[src/pkg/pmbus_cfg_pkg.sv]
// Constants and types for the PMBus command interpreter
//
// Contract
// - 04h cut now, 44h soft off, 84h nominal on
// - 94h on margin low, A4h on margin high
// - Source 16h pin soft off, 17h pin immediate
// - Source 00h always on; 1Ah command only
// - E5h/E6h current fault actions default 80h
// - E7h average overcurrent limit, default DA80h
// - E8h average undercurrent limit, default DD80h
// - E9h option word, default 0400h
// - EAh read gives 32-byte captured block
// - F0h phase control byte, default 00h
// - Send byte F4h reloads factory defaults
// - F5h CB80h, F6h CA40h drive rail limits
// - F8h/F9h drive rail fault actions default 80h
// - FAh read-only access level, 01h after reset
// - Short float: 5-bit exponent, 11-bit mantissa
// - Unsigned fixed format: exponent always -13
// - Signed fixed format: same -13 exponent
// - Every command readable at any time; the code reads F4h back as FFh
package pmbus_cfg_pkg;
   // Command codes
   localparam logic [7:0] CMD_RUN = 8'h01;
   localparam logic [7:0] CMD_SRC = 8'h02;
   localparam logic [7:0] CMD_OC_ACT = 8'hE5;
   localparam logic [7:0] CMD_UC_ACT = 8'hE6;
   localparam logic [7:0] CMD_AVG_OC = 8'hE7;
   localparam logic [7:0] CMD_AVG_UC = 8'hE8;
   localparam logic [7:0] CMD_ADV = 8'hE9;
   localparam logic [7:0] CMD_SNAP = 8'hEA;
   localparam logic [7:0] CMD_SAVED = 8'hEB;
   localparam logic [7:0] CMD_PHASE = 8'hF0;
   localparam logic [7:0] CMD_RELOAD = 8'hF4;
   localparam logic [7:0] CMD_RAIL_HI = 8'hF5;
   localparam logic [7:0] CMD_RAIL_LO = 8'hF6;
   localparam logic [7:0] CMD_RAIL_RD = 8'hF7;
   localparam logic [7:0] CMD_RAIL_HI_ACT = 8'hF8;
   localparam logic [7:0] CMD_RAIL_LO_ACT = 8'hF9;
   localparam logic [7:0] CMD_LEVEL = 8'hFA;
   localparam logic [7:0] CMD_PRIV_PW = 8'hFB;
   localparam logic [7:0] CMD_PUB_PW = 8'hFC;
   localparam logic [7:0] CMD_UNPROT = 8'hFD;
   // Run-state values
   localparam logic [7:0] OP_OFF_NOW = 8'h04;
   localparam logic [7:0] OP_OFF_SOFT = 8'h44;
   localparam logic [7:0] OP_ON_NOM = 8'h84;
   localparam logic [7:0] OP_ON_LOW = 8'h94;
   localparam logic [7:0] OP_ON_HIGH = 8'hA4;
   localparam logic [7:0] OP_RESET = OP_OFF_NOW;
   // On/off source values
   localparam logic [7:0] SRC_ALWAYS = 8'h00;
   localparam logic [7:0] SRC_PIN_SOFT = 8'h16;
   localparam logic [7:0] SRC_PIN_NOW = 8'h17;
   localparam logic [7:0] SRC_CMD = 8'h1A;
   localparam logic [7:0] SRC_RESET = SRC_PIN_SOFT;
   // Fixed read values
   localparam logic [7:0] LEVEL_PUBLIC = 8'h01;
   localparam logic [15:0] SAVED_RESET = 16'hFFFF;
   localparam logic [7:0] SNAP_COUNT = 8'h20;
   localparam logic [7:0] PAIR_COUNT = 8'h02;
   localparam logic [7:0] IDLE_BYTE = 8'hFF;
   localparam int FIXED_EXP = -13;
   // Link byte framing
   localparam logic [3:0] BYTE_BITS = 4'h8;
   localparam logic [2:0] RX_SEND = 3'h1;
   localparam logic [2:0] RX_BYTE = 3'h2;
   localparam logic [2:0] RX_WORD = 3'h3;
   localparam logic [2:0] RX_BLOCK = 3'h4;
   localparam logic [2:0] RX_MAX = 3'h7;
   localparam logic [5:0] IDX_MAX = 6'h3F;

   // Short float word: value is mant times two to exp
   typedef struct packed {
      logic [4:0] exp;
      logic [10:0] mant;
   } linear_short_float_t;

   // Stored settings
   typedef struct packed {
      logic [7:0] oc_act;
      logic [7:0] uc_act;
      linear_short_float_t avg_oc;
      linear_short_float_t avg_uc;
      logic [15:0] adv_opts;
      logic [7:0] phase_ctl;
      linear_short_float_t rail_hi;
      linear_short_float_t rail_lo;
      logic [7:0] rail_hi_act;
      logic [7:0] rail_lo_act;
      logic [15:0] priv_pw;
      logic [15:0] pub_pw;
      logic [15:0] unprot;
   } cfg_t;

   // Factory defaults
   localparam cfg_t CFG_DEFAULT = '{
      oc_act: 8'h80, uc_act: 8'h80,
      avg_oc: 16'hDA80, avg_uc: 16'hDD80, adv_opts: 16'h0400,
      phase_ctl: 8'h00, rail_hi: 16'hCB80, rail_lo: 16'hCA40,
      rail_hi_act: 8'h80, rail_lo_act: 8'h80,
      priv_pw: 16'h0000, pub_pw: 16'h0000, unprot: 16'hFFFF};

   typedef enum logic [1:0] {MARGIN_NOM, MARGIN_LOW, MARGIN_HIGH} margin_t;

   // Power stage control
   typedef struct packed {
      logic run;
      logic imm_off;
      margin_t margin;
   } run_t;

   typedef enum {ST_IDLE, ST_ADDR, ST_ACK, ST_WRITE, ST_READ, ST_MACK} link_state_t;
endpackage : pmbus_cfg_pkg

[src/verilog/pmbus_config_command_set.sv]
// PMBus slave, command decoder and settings store
`timescale 1ns/1ns
module pmbus_config_command_set #(
   parameter logic [6:0] DEV_ADDR = 7'h20 // Bus address
) (
   input wire logic clk, // System clock
   input wire logic reset, // Synchronous reset
   input wire logic scl_in, // Bus clock pin
   input wire logic sda_in, // Bus data pin level
   output logic sda_out, // Data pin drive level
   output logic sda_oe, // Data pin pulled low
   input wire logic enable_pin, // Enable pin, async
   input wire logic power_present, // Input power ok, async
   input wire logic [255:0] snapshot_in, // Captured values
   input wire logic [15:0] rail_reading_in, // Drive rail reading
   output pmbus_cfg_pkg::cfg_t cfg, // Stored settings
   output pmbus_cfg_pkg::run_t run_ctl, // Power stage control
   output logic factory_reload // Reload pulse
);
   logic scl_s1, scl_s2, scl_s3; // Clock synchroniser
   logic sda_s1, sda_s2, sda_s3; // Data synchroniser
   logic en_s1, en_s2; // Enable synchroniser
   logic pwr_s1, pwr_s2; // Power synchroniser
   pmbus_cfg_pkg::link_state_t state_q; // Link state
   logic [3:0] bit_q; // Bits in current byte
   logic [7:0] sr_q; // Receive shifter
   logic [7:0] tx_q; // Transmit shifter
   logic rd_q; // Read direction
   logic nack_q; // Host ack bit
   logic [2:0] rx_cnt_q; // Bytes after address
   logic wr_phase_q; // Write address seen
   logic [7:0] cmd_q; // Command code
   logic [7:0] wbuf_q [3]; // Write data bytes
   logic [5:0] ridx_q; // Read byte index
   logic [7:0] op_q; // Run-state command
   logic [7:0] src_q; // On/off source
   pmbus_cfg_pkg::cfg_t cfg_q; // Settings
   pmbus_cfg_pkg::run_t run_q, run_d; // Control outputs
   logic reload_q; // Reload pulse reg
   logic [7:0] rd_byte; // Next byte to send, from the read lookup

   // Two stages before use; third stage only for edges
   always_ff @(posedge clk)
   begin
      scl_s1 <= scl_in;
      scl_s2 <= scl_s1;
      scl_s3 <= scl_s2;
      sda_s1 <= sda_in;
      sda_s2 <= sda_s1;
      sda_s3 <= sda_s2;
      en_s1 <= enable_pin;
      en_s2 <= en_s1;
      pwr_s1 <= power_present;
      pwr_s2 <= pwr_s1;
   end

   // Bus events
   wire scl_rise = scl_s2 & ~scl_s3;
   wire scl_fall = ~scl_s2 & scl_s3;
   wire start_ev = scl_s2 & scl_s3 & sda_s3 & ~sda_s2;
   wire stop_ev = scl_s2 & scl_s3 & ~sda_s3 & sda_s2;
   wire byte_done = bit_q == pmbus_cfg_pkg::BYTE_BITS;
   wire addr_hit = sr_q[7:1] == DEV_ADDR;

   // Commit decode at stop, by bytes received
   wire commit = stop_ev & wr_phase_q;
   wire wr_byte = commit & (rx_cnt_q == pmbus_cfg_pkg::RX_BYTE);
   wire wr_word = commit & (rx_cnt_q == pmbus_cfg_pkg::RX_WORD);
   wire wr_block = commit & (rx_cnt_q == pmbus_cfg_pkg::RX_BLOCK);
   wire reload = commit & (rx_cnt_q == pmbus_cfg_pkg::RX_SEND)
      & (cmd_q == pmbus_cfg_pkg::CMD_RELOAD);
   wire [15:0] word_in = {wbuf_q[1], wbuf_q[0]}; // Low byte first
   wire [15:0] block_in = {wbuf_q[2], wbuf_q[1]}; // After count byte

   // Only listed codes may be stored
   wire op_ok = wbuf_q[0] inside {pmbus_cfg_pkg::OP_OFF_NOW,
      pmbus_cfg_pkg::OP_OFF_SOFT, pmbus_cfg_pkg::OP_ON_NOM,
      pmbus_cfg_pkg::OP_ON_LOW, pmbus_cfg_pkg::OP_ON_HIGH};
   wire src_ok = wbuf_q[0] inside {pmbus_cfg_pkg::SRC_ALWAYS,
      pmbus_cfg_pkg::SRC_PIN_SOFT, pmbus_cfg_pkg::SRC_PIN_NOW,
      pmbus_cfg_pkg::SRC_CMD};

   // Link state machine; acts only on bus events
   always_ff @(posedge clk)
   begin
      if (reset)
      begin
         state_q <= pmbus_cfg_pkg::ST_IDLE;
         bit_q <= '0;
         sr_q <= '0;
         tx_q <= pmbus_cfg_pkg::IDLE_BYTE;
         rd_q <= 1'b0;
         nack_q <= 1'b1;
         rx_cnt_q <= '0;
         wr_phase_q <= 1'b0;
         cmd_q <= '0;
         ridx_q <= '0;
         wbuf_q <= '{default: '0};
      end
      else if (start_ev)
      begin
         // Repeated start keeps the command for the read
         state_q <= pmbus_cfg_pkg::ST_ADDR;
         bit_q <= '0;
         rx_cnt_q <= '0;
         wr_phase_q <= 1'b0;
      end
      else if (stop_ev)
      begin
         state_q <= pmbus_cfg_pkg::ST_IDLE;
         wr_phase_q <= 1'b0;
      end
      else if (scl_rise)
      begin
         sr_q <= {sr_q[6:0], sda_s2};
         nack_q <= sda_s2;
         if (state_q inside {pmbus_cfg_pkg::ST_ADDR, pmbus_cfg_pkg::ST_WRITE,
            pmbus_cfg_pkg::ST_READ})
            bit_q <= bit_q + 4'h1;
      end
      else if (scl_fall)
      begin
         unique case (state_q)
            pmbus_cfg_pkg::ST_IDLE: ; // Not addressed
            pmbus_cfg_pkg::ST_ADDR:
               if (byte_done && addr_hit)
               begin
                  state_q <= pmbus_cfg_pkg::ST_ACK;
                  rd_q <= sr_q[0];
                  wr_phase_q <= ~sr_q[0];
                  ridx_q <= '0;
               end
               else if (byte_done)
                  state_q <= pmbus_cfg_pkg::ST_IDLE;
            pmbus_cfg_pkg::ST_WRITE:
               if (byte_done)
               begin
                  // First byte is the command, then data
                  if (rx_cnt_q == '0)
                     cmd_q <= sr_q;
                  else if (rx_cnt_q < pmbus_cfg_pkg::RX_BLOCK)
                     wbuf_q[rx_cnt_q[1:0] - 2'h1] <= sr_q;
                  if (rx_cnt_q != pmbus_cfg_pkg::RX_MAX)
                     rx_cnt_q <= rx_cnt_q + 3'h1;
                  state_q <= pmbus_cfg_pkg::ST_ACK;
               end
            pmbus_cfg_pkg::ST_ACK:
            begin
               bit_q <= '0;
               if (rd_q)
               begin
                  state_q <= pmbus_cfg_pkg::ST_READ;
                  tx_q <= rd_byte;
               end
               else
                  state_q <= pmbus_cfg_pkg::ST_WRITE;
            end
            pmbus_cfg_pkg::ST_READ:
               if (byte_done)
               begin
                  // Index moves now so the next byte is ready
                  state_q <= pmbus_cfg_pkg::ST_MACK;
                  if (ridx_q != pmbus_cfg_pkg::IDX_MAX)
                     ridx_q <= ridx_q + 6'h1;
               end
               else
                  tx_q <= {tx_q[6:0], 1'b1};
            pmbus_cfg_pkg::ST_MACK:
               if (nack_q)
                  state_q <= pmbus_cfg_pkg::ST_IDLE;
               else
               begin
                  state_q <= pmbus_cfg_pkg::ST_READ;
                  bit_q <= '0;
                  tx_q <= rd_byte;
               end
         endcase
      end
   end

   // Open drain: only ever pulls low
   assign sda_out = 1'b0;
   assign sda_oe = (state_q == pmbus_cfg_pkg::ST_ACK)
      | ((state_q == pmbus_cfg_pkg::ST_READ) & ~tx_q[7]);

   // Read lookup; answers whatever the output state
   logic [15:0] reg_word; // Selected value
   logic is_byte, is_blk, known; // Value kind
   always_comb
   begin
      reg_word = {pmbus_cfg_pkg::IDLE_BYTE, pmbus_cfg_pkg::IDLE_BYTE};
      is_byte = 1'b0;
      is_blk = 1'b0;
      known = 1'b1;
      case (cmd_q)
         pmbus_cfg_pkg::CMD_RUN: {is_byte, reg_word} = {1'b1, 8'h00, op_q};
         pmbus_cfg_pkg::CMD_SRC: {is_byte, reg_word} = {1'b1, 8'h00, src_q};
         pmbus_cfg_pkg::CMD_OC_ACT: {is_byte, reg_word} = {1'b1, 8'h00, cfg_q.oc_act};
         pmbus_cfg_pkg::CMD_UC_ACT: {is_byte, reg_word} = {1'b1, 8'h00, cfg_q.uc_act};
         pmbus_cfg_pkg::CMD_PHASE: {is_byte, reg_word} = {1'b1, 8'h00, cfg_q.phase_ctl};
         pmbus_cfg_pkg::CMD_RAIL_HI_ACT:
            {is_byte, reg_word} = {1'b1, 8'h00, cfg_q.rail_hi_act};
         pmbus_cfg_pkg::CMD_RAIL_LO_ACT:
            {is_byte, reg_word} = {1'b1, 8'h00, cfg_q.rail_lo_act};
         pmbus_cfg_pkg::CMD_LEVEL:
            {is_byte, reg_word} = {1'b1, 8'h00, pmbus_cfg_pkg::LEVEL_PUBLIC};
         pmbus_cfg_pkg::CMD_AVG_OC: reg_word = cfg_q.avg_oc;
         pmbus_cfg_pkg::CMD_AVG_UC: reg_word = cfg_q.avg_uc;
         pmbus_cfg_pkg::CMD_ADV: reg_word = cfg_q.adv_opts;
         pmbus_cfg_pkg::CMD_RAIL_HI: reg_word = cfg_q.rail_hi;
         pmbus_cfg_pkg::CMD_RAIL_LO: reg_word = cfg_q.rail_lo;
         pmbus_cfg_pkg::CMD_RAIL_RD: reg_word = rail_reading_in;
         pmbus_cfg_pkg::CMD_SAVED: {is_blk, reg_word} = {1'b1, pmbus_cfg_pkg::SAVED_RESET};
         pmbus_cfg_pkg::CMD_PRIV_PW: {is_blk, reg_word} = {1'b1, cfg_q.priv_pw};
         pmbus_cfg_pkg::CMD_PUB_PW: {is_blk, reg_word} = {1'b1, cfg_q.pub_pw};
         pmbus_cfg_pkg::CMD_UNPROT: {is_blk, reg_word} = {1'b1, cfg_q.unprot};
         default: known = 1'b0;
      endcase
   end

   // Byte at the current read index
   wire [5:0] blk_idx = ridx_q - 6'h1;
   wire [7:0] snap_byte = snapshot_in[{blk_idx[4:0], 3'h0} +: 8];
   wire [7:0] lo_b = reg_word[7:0];
   wire [7:0] hi_b = reg_word[15:8];
   wire [7:0] snap_rd = (ridx_q == 6'h0) ? pmbus_cfg_pkg::SNAP_COUNT
      : (ridx_q <= 6'h20) ? snap_byte : pmbus_cfg_pkg::IDLE_BYTE;
   wire [7:0] blk_rd = (ridx_q == 6'h0) ? pmbus_cfg_pkg::PAIR_COUNT
      : (ridx_q == 6'h1) ? lo_b : (ridx_q == 6'h2) ? hi_b : pmbus_cfg_pkg::IDLE_BYTE;
   wire [7:0] word_rd = (ridx_q == 6'h0) ? lo_b
      : (ridx_q == 6'h1 && !is_byte) ? hi_b : pmbus_cfg_pkg::IDLE_BYTE;
   assign rd_byte = (cmd_q == pmbus_cfg_pkg::CMD_SNAP) ? snap_rd
      : is_blk ? blk_rd : known ? word_rd : pmbus_cfg_pkg::IDLE_BYTE;

   // Settings store; reload and reset give the same defaults
   always_ff @(posedge clk)
   begin
      if (reset || reload)
      begin
         cfg_q <= pmbus_cfg_pkg::CFG_DEFAULT;
         op_q <= pmbus_cfg_pkg::OP_RESET;
         src_q <= pmbus_cfg_pkg::SRC_RESET;
      end
      else if (wr_byte)
      begin
         case (cmd_q)
            pmbus_cfg_pkg::CMD_RUN: if (op_ok) op_q <= wbuf_q[0];
            pmbus_cfg_pkg::CMD_SRC: if (src_ok) src_q <= wbuf_q[0];
            pmbus_cfg_pkg::CMD_OC_ACT: cfg_q.oc_act <= wbuf_q[0];
            pmbus_cfg_pkg::CMD_UC_ACT: cfg_q.uc_act <= wbuf_q[0];
            pmbus_cfg_pkg::CMD_PHASE: cfg_q.phase_ctl <= wbuf_q[0];
            pmbus_cfg_pkg::CMD_RAIL_HI_ACT: cfg_q.rail_hi_act <= wbuf_q[0];
            pmbus_cfg_pkg::CMD_RAIL_LO_ACT: cfg_q.rail_lo_act <= wbuf_q[0];
            default: ; // Read-only or unknown
         endcase
      end
      else if (wr_word)
      begin
         case (cmd_q)
            pmbus_cfg_pkg::CMD_AVG_OC: cfg_q.avg_oc <= word_in;
            pmbus_cfg_pkg::CMD_AVG_UC: cfg_q.avg_uc <= word_in;
            pmbus_cfg_pkg::CMD_ADV: cfg_q.adv_opts <= word_in;
            pmbus_cfg_pkg::CMD_RAIL_HI: cfg_q.rail_hi <= word_in;
            pmbus_cfg_pkg::CMD_RAIL_LO: cfg_q.rail_lo <= word_in;
            default: ;
         endcase
      end
      else if (wr_block)
      begin
         case (cmd_q)
            pmbus_cfg_pkg::CMD_PRIV_PW: cfg_q.priv_pw <= block_in;
            pmbus_cfg_pkg::CMD_PUB_PW: cfg_q.pub_pw <= block_in;
            pmbus_cfg_pkg::CMD_UNPROT: cfg_q.unprot <= block_in;
            default: ;
         endcase
      end
   end

   // Output on/off from the selected source
   wire src_pin = (src_q == pmbus_cfg_pkg::SRC_PIN_SOFT)
      | (src_q == pmbus_cfg_pkg::SRC_PIN_NOW);
   wire op_on = op_q inside {pmbus_cfg_pkg::OP_ON_NOM,
      pmbus_cfg_pkg::OP_ON_LOW, pmbus_cfg_pkg::OP_ON_HIGH};
   wire run_on = (src_q == pmbus_cfg_pkg::SRC_ALWAYS) ? pwr_s2
      : src_pin ? en_s2 : op_on;
   wire cut_now = (src_q == pmbus_cfg_pkg::SRC_CMD)
      ? (op_q == pmbus_cfg_pkg::OP_OFF_NOW)
      : (src_q == pmbus_cfg_pkg::SRC_PIN_NOW);
   pmbus_cfg_pkg::margin_t margin_sel; // Margin from the run-state byte
   assign margin_sel = (op_q == pmbus_cfg_pkg::OP_ON_LOW) ? pmbus_cfg_pkg::MARGIN_LOW
      : (op_q == pmbus_cfg_pkg::OP_ON_HIGH) ? pmbus_cfg_pkg::MARGIN_HIGH
      : pmbus_cfg_pkg::MARGIN_NOM;
   // One driver for the whole control word
   assign run_d = '{run: run_on, imm_off: cut_now, margin: margin_sel};

   // Registered control outputs
   always_ff @(posedge clk)
   begin
      if (reset)
      begin
         run_q <= '{run: 1'b0, imm_off: 1'b0, margin: pmbus_cfg_pkg::MARGIN_NOM};
         reload_q <= 1'b0;
      end
      else
      begin
         run_q <= run_d;
         reload_q <= reload;
      end
   end

   assign cfg = cfg_q;
   assign run_ctl = run_q;
   assign factory_reload = reload_q;
endmodule : pmbus_config_command_set

[config.mk]
export PLATFORM = sky130hd
export DESIGN_NAME = pmbus_config_command_set
export DESIGN_NICKNAME = d
export VERILOG_FILES = /design/src/pkg/pmbus_cfg_pkg.sv /design/src/verilog/pmbus_config_command_set.sv
export SDC_FILE = /design/constraint.sdc
export NUM_CORES = 1
export LEC_CHECK = 0
export ABC_AREA = 1
export BUFFER_PORTS_ARGS = -buffer_cell sky130_fd_sc_hd__clkbuf_2
export CORE_ASPECT_RATIO = 0.75
export CORE_MARGIN = 2
export CORE_UTILIZATION = 39
export CTS_CLUSTER_DIAMETER = 200
export DETAILED_ROUTE_END_ITERATION = 10
export MAX_ROUTING_LAYER = met4
export PLACE_DENSITY = 0.74
export SYNTH_ARGS = -nofsm -noshare
export SYNTH_HDL_FRONTEND = slang
export SYNTH_SLANG_ARGS = --single-unit
[constraint.sdc]
create_clock -name clk -period 4.3 [get_ports clk]
set_input_delay 0 -clock clk [delete_from_list [all_inputs] [get_ports clk]]
set_output_delay 0 -clock clk [all_outputs]
set_load 0.02 [all_outputs]
### Yosys cells after proc, flatten, opt, wreduce, memory -nomap -nowiden

Cells that the tools add are included.

* input bits: 278
* word-level logic and storage cells: 251
* register bits after elaboration: 295

* $add $sub $neg: 5
* multiplexer cells: 46
* bitwise gates (word level): 29
* equality and inequality tests: 66
* shift-type cells: 1
* reduce and logical (&&, ||, !) cells: 52
* order comparisons: 4

Operators by type and width (number)
* case mux 16 bit (17 select lines): 1
* variable part select 256 x 9 -> 8 bit: 1
* == test 8 bit (second input constant): 24
* case mux 32 bit (5 select lines): 1
* two-way mux 32 bit: 4
* two-way mux 8 bit: 14
* == test 32 x 3 -> 1 bit (second input constant): 3
* == test 32 x 2 -> 1 bit (second input constant): 2
* == test 8 x 5 -> 1 bit (second input constant): 6
* == test 32 x 1 -> 1 bit (second input constant): 1
* == test 32 x 4 -> 1 bit (second input constant): 1
* bitwise mux 24 bit: 1
* case mux 8 bit (3 select lines): 1
* AND reduction 3 bit: 8
* AND reduction 6 bit: 4
* AND reduction 8 bit: 3
* two-way mux 6 bit: 3
* OR reduction 18 bit: 1
* demux 8 bit (select 2 bit): 1
* == test 8 x 3 -> 1 bit (second input constant): 2
* zero test 8 bit: 2
* two-way mux 4 bit: 4
* AND reduction 4 bit: 4
* nonzero test 3 bit: 5
* 52 further kinds: 106

### Logic depth before layout (Yosys ltp)

Gate-level depths: netlist of the first run.

* depth after elaboration: 12
* mapped depth: 18
* depth with buffers taken out: 17

### Worst setup path before layout of the first run

No wires, ideal clock.

* path type: register to register
* start: register ridx_q[0]
* end: register tx_q[5]
* required time: 4.185 ns
* buffers on the path: 5
* clock period less this slack: 2.707 ns
* path slack: 1.593 ns
* data arrival time: 2.592 ns
* cell stages (with the launch flop): 19
* cells stage by stage: dfxtp_1 -> buf_2 -> inv_2 -> buf_2 -> buf_2 -> ha_1 -> clkbuf_1 -> buf_1 -> nor2_1 -> o21ai_0 -> o21ai_0 -> o211ai_1 -> nand2_1 -> nand2_1 -> nand4_1 -> nand2_1 -> nand2_1 -> nand2_1 -> nand2_1

* word-level cells in the longest chain between the ends: 9
* elaborated cells on any way between the ends: 20
* classes of those cells: add/sub (1); order compare (1); eq/ne (2); shift (1); mux (13); reduce/logical (2)

Ends and longest elaborated chain
* start: declaration: RTL line pmbus_config_command_set.sv:34 `logic [5:0] ridx_q;`
* start signal: assignment: RTL line pmbus_config_command_set.sv:164 `ridx_q <= ridx_q + 6'h1;`
* branches (longest 6 deep; another with subtractor 5 x 1 -> 5 bit)
* two-way mux 8 bit *: RTL line pmbus_config_command_set.sv:232 `assign rd_byte = (cmd_q == pmbus_cfg_pkg::CMD_SNAP) ? snap_rd`
* two-way mux 8 bit (on tied branches): RTL line pmbus_config_command_set.sv:169, pmbus_config_command_set.sv:150
* case mux 8 bit (3 select lines) *: RTL line pmbus_config_command_set.sv:123 `unique case (state_q)`
* end signal: assignment: RTL line pmbus_config_command_set.sv:153 `tx_q <= rd_byte;`
* end signal: assignment: RTL line pmbus_config_command_set.sv:167 `tx_q <= {tx_q[6:0], 1'b1};`
* end signal: assignment: RTL line pmbus_config_command_set.sv:175 `tx_q <= rd_byte;`
* end: declaration: RTL line pmbus_config_command_set.sv:27 `logic [7:0] tx_q;`

Mark *: on every way between the ends. The select of a mux whose other input is x is not followed.
A chain may end at the register's enable or synchronous reset.

### Worst setup path in the final report of the first run

* start: register cmd_q[0]
* end: register tx_q[1]

* word-level cells in the longest chain between the ends: 12
* elaborated cells on any way between the ends: 39
* classes of those cells: eq/ne (19); mux (15); reduce/logical (5)

Ends and longest elaborated chain
* start: declaration: RTL line pmbus_config_command_set.sv:32 `logic [7:0] cmd_q;`
* start signal: assignment: RTL line pmbus_config_command_set.sv:140 `cmd_q <= sr_q;`
* == test 8 bit, or another cell as far along: RTL line pmbus_config_command_set.sv:195 `case (cmd_q)`
* OR reduction 8 bit (no source line)
* two-way mux 1 bit: RTL line pmbus_config_command_set.sv:195
* zero test 1 bit: RTL line pmbus_config_command_set.sv:231 `: (ridx_q == 6'h1 && !is_byte) ? hi_b : pmbus_cfg_pkg::IDLE_BYTE;`
* logical AND 1 bit: RTL line pmbus_config_command_set.sv:231
* two-way mux 8 bit: RTL line pmbus_config_command_set.sv:231
* two-way mux 8 bit: RTL line pmbus_config_command_set.sv:230 `wire [7:0] word_rd = (ridx_q == 6'h0) ? lo_b`
* two-way mux 8 bit (2 in a row): RTL line pmbus_config_command_set.sv:233 `: is_blk ? blk_rd : known ? word_rd : pmbus_cfg_pkg::IDLE_BYTE;`
* two-way mux 8 bit *: RTL line pmbus_config_command_set.sv:232
* two-way mux 8 bit (on tied branches): RTL line pmbus_config_command_set.sv:169, pmbus_config_command_set.sv:150
* case mux 8 bit (3 select lines) *: RTL line pmbus_config_command_set.sv:123

Every way passes the cells marked *; elsewhere a longest branch is shown, timed or not. The select of a mux whose other input is x is not followed.

==> results of run 1 <==
[repair_timing]
action	CTS	global route
endpoints found under the hold margin	6	0
hold buffers	5	0
setup endpoints to repair	0	0
[synthesized netlist by cell type (3+ instances only)]
library cell,number,area [um2]
ha_1,18,225.2
nor3_1,16,80.08
nor2_1,336,1261
nand3_2,3,30.03
o211ai_1,98,735.7
o21ai_0,337,1687
inv_2,21,78.83
nor3_2,3,30.03
clkinv_1,4,15.01
a21oi_1,215,1076
buf_1,9,33.78
o21ai_1,9,45.04
inv_1,123,461.7
nor2_2,6,37.54
clkbuf_1,85,319.1
nand2_1,338,1269
nor4_1,7,43.79
buf_4,7,52.55
nand2_2,6,37.54
a211oi_1,8,60.06
xor2_1,3,26.28
dfxtp_1,266,5325
nand4_1,11,68.82
nand3_1,224,1121
buf_2,44,220.2
[metal layers]
metal	vias up	global-route usage [%]
li1	8225	-
met1	8128	48.68
met2	1107	43.70
met3	134	6.474
met4	0	6.922
met5	-	-
[power groups by stage]
stage,registers [mW],clock network (mW),logic [mW]
6_report,2.49,2.66,0.423
5_1_grt,2.49,2.75,0.462
4_1_cts,2.49,2.66,0.411
3_5_place_dp,2.55,0,0.405
3_3_place_gp,2.55,0,0.409
2_1_floorplan,2.54,0,0.197
[logic make-up after synthesis]
logic type	count (synthesis)	synth area share [%]
and+or+nand+nor	957	27.83
AOI/OAI and AO/OA	673	25.23
DFF	266	36.73
xor gates and xnor gates	5	0.4834
adders and majority gates	18	1.554
buffers and inverters	293	8.148
other	1	0.02587
[worst min-delay path by stage]
| stage | to | cells past startpoint | from |
|---|---|---|---|
| after floorplan | en_s1 | 0 | enable_pin |
| after detailed placement | en_s1 | 1 | enable_pin |
| after global placement | sda_s1 | 1 | sda_in |
| final | sda_s1 | 2 | sda_in |
| after CTS | sda_s1 | 2 | sda_in |
| after global routing | pwr_s1 | 2 | power_present |
[layout make-up]
type	count	share of cell area [%]
inverters	148	3.090
diodes	1	0.01389
repair buffers	482	13.89
clock buffers	29	3.847
clock inverters	18	1.562
multi-input cells	1654	44.52
flip-flops and latches	266	29.58
well taps	504	3.500
[per-stage QoR]
step | power [mW] | utilization (%) | instances | hold WS, ps
floorplan | 2.736 | - | 2213 | 27.72
global placement | 2.955 | 46.09 | 3049 | 103.4
detailed placement | 2.951 | 46.09 | 3049 | 104.0
CTS | 5.563 | 48.87 | 3101 | 65.58
global route | 5.700 | 48.87 | 3102 | 84.60
finish | 5.572 | 48.87 | 3102 | 81.14
[registers in the layout, summed over array words and instances (netlist names), 3 cells and up]
name / cells
ridx_q: 6
bit_q: 4
rx_cnt_q: 3
cmd_q: 8
sr_q: 8
src_q: 8
cfg: 168
block_in: 16
state_q: 3
op_q: 8
wbuf_q: 8
tx_q: 8
run_ctl: 4
[critical path: stages, from the launching register on]
cell     delay (ps)
dfxtp_1         440
nand2_2         170
nor2_1          800
buf_4           350
nand2_1         110
nand2_1         140
nor2_1           60
nand2_1          50
nor2_1           50
nand2_2         390
nand2_1         140
nand2_1          80
nand3_1          80
nand3_1         120
nand2_1          60
nand2_1          50
nand2_1          50
==> summary.md, run 1 <==
| Metric | Value |
|---|---|
| Clk Latency, worst-skew pair | `560 ps` |
| Setup TNS | `0 ps` |
| Net Sw Frac | `24.01%` |
| Synth unique cells | `38` |
| Max Cap Viol | `0` |
| Initial antenna violation count | `1` |
| Max VDD drop | `0.2482 mV` |
| Combinational share of power | `7.6%` |
| P_leak | `8.498 nW` |
| Largest net degree at the start of global routing | `97` |
| Min-delay worst type | `primary input to flop` |
| Top layer used by detailed routing | `met4` |
| Wire per inst | `approximately 21 um` |
| Final setup vio count | `0` |
| PostCTS Resize Cnt | `0` |
| Synthesized area per cell | `~6.6 um2` |
| Async set-reset flop share out of synthesis | `0%` |
| Sequential cell area | `approximately 5300 um2` |
| Ys flop type | `dfxtp_1` |
| Netlist Area Pre-Place | `around 14000 um2` |
| Switching power | `1.338 mW` |
| Vias in the first global route | `15480` |
| Worst setup path end | `tx_q[1]` |
| Overall die width | `about 230 um` |
| Synth Instances | `2213` |
| Final Hold Viols | `0` |
| Synthesis-to-layout area growth | `24.29%` |
| FP Rows | `61` |
| First-pass GRT wire length | `93720 um` |
| Power per cell area | `just over 300 nW/um2` |
| Initial DRT Pass Iterations | `7` |
| Ports | `453` |
| Synth Register Bits | `266` |
| Area of the multi-input gates | `8021 um2` |
| RSZ-0062 raised after global routing | `no` |
| Final net count | `2874` |
| Total Routed Length | `64190 um` |
| Commonest non-fill, non-tap cells in the layout | `clkbuf_2 (451), nand2_1 (338), o21ai_0 (337)` |
| Final Worst Setup Slack | `1034 ps` |
| Max Slew Vio Count | `0` |
| Met2 WL | `26210 um` |
| Via count | `17590` |
| Status | `completed` |
| Antenna Nets Post-Route | `0` |
| Core Region | `roughly 37000 um2` |
| Sequential area share after synthesis | `36.73%` |
| Port buffer count | `451` |
| Root buf cell | `clkbuf_16` |
| CTS tree | `built` |
| Clock power frac | `about 48%` |
| Final Critical Period | `around 3300 ps` |
| FF-to-FF setup slack | `1030 ps` |
| Worst slew pin tran | `around 1000 ps` |
| Postcts setup bufs | `0` |
| Int Pwr | `4.234 mW` |
| Vias per Instance | `5.672` |
| Achievable frequency | `306.2 MHz` |
| Number of DRC markers in iteration 0 | `2857` |
| Crit share post-route | `between 70% and 80%` |
| Crit path arrival time | `roughly 3700 ps` |
| Reg2reg start | `cmd_q[0]` |
| Clock sinks | `266` |
| Dpl ws | `1177 ps` |
| Max clock buf depth | `3` |
| Max FO, Critical Path | `31` |
| R2R Path End | `tx_q[1]` |
| Final Skew | `20.28 ps` |
| Flop pwr share | `~45%` |
| Die ar. | `38740 um2` |
| Max_slew headroom | `between 30 and 40%` |
| Placer congestion estimate | `just over 1` |
| WL met3 | `7354 um` |
| Worst setup EP type | `flop` |
| Critical Path RT | `4740 ps` |
| Share of cells above drive strength 1 | `21.95%` |
| All-Layer GR Usage | `32.34%` |
| Critical path type | `flop to flop` |
| # DRC | `0` |
| TritonCTS Buffers | `26` |
| H-tree levels | `1` |
| Syn. warnings | `0` |
| # fillers | `3755` |
| Worst reg2reg path depth | `16` |
| Finished Cell Area | `between 15000 and 20000 um2` |
| Post-DP Area | `16990 um2` |
| Syn nets | `2509` |
| Critical Path Start | `cmd_q[0]` |
| Die H | `171.0 um` |
| Worst-path clk slew | `70 ps` |
| Placed wire-length estimate | `a little under 50000 um` |
| Initial Utilization | `roughly two fifths` |
| Metal-1 WL | `between 20000 and 30000 um` |
| Post-synth EDFFs | `0` |
| Remaining Overflow, GRT | `0` |
| Commonest non-fill, non-tap cell in the layout | `clkbuf_2` |
| CP startpoint kind | `flop` |
Power figures use the tool's default switching activity.
==> run 2, diff against run 1 <==
- clock period: 4.3 -> 3.34 ns (I/O delays scaled with it)
==> summary.md, run 2 (synthesis gave the netlist of run 1 again) <==
| Metric | Value |
|---|---|
| CTS tree | `built` |
| Total Power | `7.015 mW` |
| Critical Path RT | `3810 ps` |
| Die ar. | `38740 um2` |
| Max FO, Critical Path | `21` |
| Commonest non-fill, non-tap cell in the layout | `clkbuf_2` |
| PostCTS Resize Cnt | `0` |
| Wire per inst | `20.17 um` |
| Port buffer count | `~450` |
| All-Layer GR Usage | `approximately a third` |
| Clk Latency, worst-skew pair | `560 ps` |
| Max_slew headroom | `26.88%` |
| Finished Layout Cells | `just over 3000` |
| Number of DRC markers in iteration 0 | `2460` |
| Placed wire-length estimate | `between 40000 and 50000 um` |
| RSZ-0062 raised after global routing | `no` |
| Max reg flops | `168` |
| Total Routed Length | `62720 um` |
| Min-delay worst type | `primary input to flop` |
| Postcts setup bufs | `0` |
| Overall die width | `226.6 um` |
| Vias in the first global route | `15460` |
| Root buf cell | `clkbuf_16` |
| Crit share post-route | `87.34%` |
| Antenna Nets Post-Route | `0` |
| Max clock buf depth | `3` |
| Vias per Instance | `5.673` |
| FP Rows | `61` |
| Reg2reg start | `scl_s2` |
| Worst reg2reg path depth | `11` |
| Final Skew | `17.79 ps` |
| Worst slew pin tran | `1096 ps` |
| Initial Utilization | `around two fifths` |
| Core Region | `36860 um2` |
| Final Critical Period | `~3000 ps` |
| R2R Path End | `cfg[125]` |
| Max Cap Viol | `0` |
| Remaining Overflow, GRT | `0` |
| Worst setup EP type | `flop` |
| Critical Path Start | `scl_s2` |
| FF-to-FF setup slack | `420 ps` |
| Initial antenna violation count | `1` |
| H-tree levels | `1` |
| Ports | `between 400 and 500` |
| Max Slew Vio Count | `0` |
| Final Hold Viols | `0` |
| Achievable frequency | `342.8 MHz` |
| Worst-path clk slew | `60 ps` |
| Die H | `between 150 and 200 um` |
| Share of cells above drive strength 1 | `22.16%` |
| Synthesis-to-layout area growth | `24.75%` |
| Hold Path End | `pwr_s1` |
| Status | `completed` |
| Via count | `17640` |
| Setup TNS | `0 ps` |
| Clock sinks | `between 200 and 300` |
| TritonCTS Buffers | `26` |
| # DRC | `0` |
| Initial DRT Pass Iterations | `6` |
| P_leak | `8.550 nW` |
| Commonest non-fill, non-tap cells in the layout | `clkbuf_2 (451), nand2_1 (338), o21ai_0 (337)` |
| Hold buffers post-CTS | `5` |
| Crit path arrival time | `3390 ps` |
| Hold depth | `2` |
| Min-delay src | `power_present` |
| First-pass GRT wire length | `92270 um` |
| Final core occ | `between 40% and 50%` |
| Critical path type | `flop to flop` |
| Largest net degree at the start of global routing | `133` |
| Dpl cells | `between 3000 and 4000` |
| Max VDD drop | `between 0.3 and 0.4 mV` |
| Power per cell area | `387.9 nW/um2` |
| Final net count | `2881` |
| Placer congestion estimate | `1.031` |
| CP startpoint kind | `flop` |
| Final setup vio count | `0` |
==> run 2: cell count changes in the layout (fill, tap and decap cells not counted) <==
cell        delta
clkbuf_8      +10
bufinv_16      -4
buf_4          +4
clkinv_2       -2
clkinv_4       -1
clkinvlp_4     -3
buf_12         +3
==> run 2: worst max-delay path by stage <==
stage / to
2_1_floorplan: tx_q[5]
3_3_place_gp: tx_q[6]
3_5_place_dp: tx_q[6]
4_1_cts: tx_q[6]
5_1_grt: tx_q[1]
6_report: cfg[125]
==> run 2: power by group <==
part | internal (mW) | total, mW | switching, mW
Sequential | 3.19 | 3.21 | 0.0204
Combinational | 0.225 | 0.543 | 0.318
Clock | 1.95 | 3.27 | 1.32
==> run 2: area by class of cell <==
type,instances,area (um2)
antenna,1,2.502
fill,3748,18780
tap,504,630.6
multi-input combinational,1654,8021
timing repair buffer,489,2592
sequential,266,5329
inverter,148,556.8
clock buffer,39,830.8
clock inverter,8,120.1
==> run 2: layer usage <==
metal | vias to the layer above | GRT usage [%] | part of all wire [%] | wire [um]
met5 | - | - | 0 | 0
met4 | 0 | 7.437 | 2.6 | 1659
met3 | 118 | 7.110 | 12 | 7299
met2 | 1038 | 43.49 | 41 | 25640
met1 | 8230 | 46.46 | 45 | 28120
li1 | 8252 | - | - | -
==> run 2: per-stage QoR <==
step,hold WS (ps),worst slack (ps),area [um2]
2_1_floorplan,27.72,632.8,14500
3_3_place_gp,103.2,611.6,17080
3_5_place_dp,104.8,580.3,17080
4_1_cts,74.32,565.0,18080
5_1_grt,96.91,280.8,18080
6_report,82.97,422.7,18080
==> run 2: critical path, stage by stage (launching register included) <==
cell,delay (ps)
dfxtp_1,340
ha_1,220
nand3_1,160
inv_2,70
nand2_1,110
inv_2,70
nand3_2,200
nand3_1,360
nor2_1,640
buf_4,360
o21ai_0,110
a21oi_1,180
==> run 3, diff against run 2 <==
- ABC_AREA: 1 -> default
==> summary.md, run 3 <==
| Metric | Value |
|---|---|
| Max reg flops | `around 170` |
| Achievable frequency | `318.2 MHz` |
| PostCTS Resize Cnt | `0` |
| Critical Path RT | `3780 ps` |
| Post-DP Area | `17630 um2` |
| First-pass GRT wire length | `98030 um` |
| Buf/Inv on CP | `3` |
| Synthesis-to-layout area growth | `28.00%` |
| Max clock buf depth | `3` |
| Clk Latency, worst-skew pair | `~560 ps` |
| Syn nets | `~2000` |
| Power per cell area | `361.3 nW/um2` |
| Commonest cells in the netlist | `nand2_1 (358), dfxtp_1 (266), a21oi_1 (161)` |
| Initial Utilization | `39.35%` |
| Max VDD drop | `about 0.35 mV` |
| Async set-reset flop share out of synthesis | `0%` |
| Port buffer count | `~450` |
| Die ar. | `just under 40000 um2` |
| Via count | `~16000` |
| H-tree levels | `1` |
| Synth top area cells | `dfxtp_1 (37%), mux4_2 (12%), nand2_1 (9.2%)` |
| Reg2reg start | `ridx_q[1]` |
| Final setup vio count | `0` |
| Worst reg2reg path depth | `9` |
| Final Critical Period | `3143 ps` |
| FF-to-FF setup slack | `200 ps` |
| Sequential area share after synthesis | `36.63%` |
| Critical Path Start | `ridx_q[1]` |
| FP Rows | `61` |
| Syn. warnings | `0` |
| Synth Instances | `1695` |
| Ys flop type | `dfxtp_1` |
| Antenna Nets Post-Route | `0` |
| Clock sinks | `266` |
| Final net count | `2432` |
| Count leader, synth | `nand2_1` |
| Die H | `171.2 um` |
| Final Hold Viols | `0` |
| Critical path type | `flop to flop` |
| Synth unique cells | `77` |
| Max_slew headroom | `20.65%` |
| Placed wire-length estimate | `51850 um` |
| Status | `completed` |
| Max Slew Vio Count | `0` |
| CTS tree | `built` |
| Total Power | `6.723 mW` |
| Vias in the first global route | `15350` |
| WP depth | `9` |
| Commonest non-fill, non-tap cell in the layout | `clkbuf_2` |
| Synth Register Bits | `266` |
| TritonCTS Buffers | `26` |
| Max Cap Viol | `0` |
| Crit-path cells | `inv_1, ha_2, buf_12, buf_12, mux4_2, mux4_2, mux2_2, o211ai_1, nand3_1` |
| Share of cells above drive strength 1 | `32.56%` |
| Hold buffers post-CTS | `5` |
| Setup TNS | `0 ps` |
| RSZ-0062 raised after global routing | `no` |
| Top cell type by total area after synthesis | `dfxtp_1` |
| Total Routed Length | `66270 um` |
| Remaining Overflow, GRT | `0` |
| Worst-path clk slew | `70 ps` |
| Worst setup path end | `tx_q[3]` |
| Top cell family by delay on the critical path | `multiplexers` |
| All-Layer GR Usage | `34.43%` |
| Ports | `453` |
| Netlist Area Pre-Place | `about 15000 um2` |
| Finished Cell Area | `18610 um2` |
| Final Skew | `about 15 ps` |
| Synthesized area per cell | `8.577 um2` |
| Wire per inst | `24.80 um` |
| Initial antenna violation count | `11` |
| CP startpoint kind | `flop` |
| Postcts setup bufs | `0` |
| Largest net degree at the start of global routing | `69` |
| CP max stage cell | `ha_2` |
| Overall die width | `226.9 um` |
| Post-synth EDFFs | `0` |
| Initial DRT Pass Iterations | `6` |
| P_leak | `7.334 nW` |
| Crit path arrival time | `3580 ps` |
| Vias per Instance | `6.071` |
| R2R Path End | `tx_q[3]` |
| Max FO, Critical Path | `20` |
| Min-delay worst type | `primary input to flop` |
| Worst slew pin tran | `1189 ps` |
| Root buf cell | `clkbuf_16` |
| Core Region | `36940 um2` |
| Yosys top cell area share | `36.63%` |
| Max incr delay on CP | `a little under 700 ps` |
| Commonest non-fill, non-tap cells in the layout | `clkbuf_2 (451), nand2_1 (358), dfxtp_1 (263)` |
| # DRC | `0` |
| Hold depth | `2` |
| Placer congestion estimate | `1.051` |
| Number of DRC markers in iteration 0 | `2356` |
| Crit share post-route | `a little over nine tenths` |
| Worst setup EP type | `flop` |
[run 3: cell families after synthesis]
family / count (synthesis) / share of synthesized area, %
buffers and inverters: 154 / 4.493
AO/OA/AOI/OAI: 336 / 14.66
other: 1 / 0.02580
adder cells (fa/ha/maj): 19 / 1.618
flip-flops: 266 / 36.63
XOR/XNOR: 10 / 0.6024
multiplexers: 173 / 18.93
AND/OR/NAND/NOR: 736 / 23.04
[run 3: final cells by class]
cell class | instances | area, um2
antenna | 12 | 30.03
clock buffer | 38 | 767.0
clock inverter | 10 | 132.6
fill | 3549 | 18330
inverter | 24 | 90.09
multi-input combinational | 1275 | 8591
sequential | 266 | 5331
tap | 504 | 630.6
timing repair buffer | 543 | 3035
[run 3: worst register-to-register path, stage by stage, from the launching register on]
cell and delay [ps]:
dfxtp_1 420, inv_1 120, ha_2 690, buf_12 240, buf_12 190, mux4_2 320
mux4_2 480, mux2_2 320, o211ai_1 160, nand3_1 80
[run 3: per-layer routing]
| metal | up-vias | global-route usage, % | share of wire [%] |
|---|---|---|---|
| met5 | - | - | 0 |
| met4 | 0 | 9.349 | 2.8 |
| met3 | 149 | 9.891 | 14 |
| met2 | 1264 | 48.26 | 42 |
| met1 | 7775 | 48.22 | 41 |
| li1 | 7034 | - | - |
[run 3: power by group]
| group | switching [mW] | internal, mW | leakage [nW] |
|---|---|---|---|
| combinational | 0.185 | 0.211 | 4.74 |
| clock | 1.31 | 1.83 | 0.446 |
| sequential | 0.0101 | 3.18 | 2.15 |
[run 3: through the flow]
stage	hold slack (ps)	utilization (%)	std cells	setup slack (ps)
after global placement	107.7	47.72	2607	252.0
after CTS	103.9	50.29	2660	200.8
final	104.6	50.37	2672	197.3
after detailed placement	108.2	47.72	2607	213.9
after global routing	110.7	50.37	2671	86.27
after floorplan	27.72	-	1695	67.19
[run 3: worst min path at each step]
stage | start | endpoint
5_1_grt | enable_pin | en_s1
2_1_floorplan | enable_pin | en_s1
4_1_cts | power_present | pwr_s1
3_5_place_dp | power_present | pwr_s1
6_report | power_present | pwr_s1
3_3_place_gp | power_present | pwr_s1
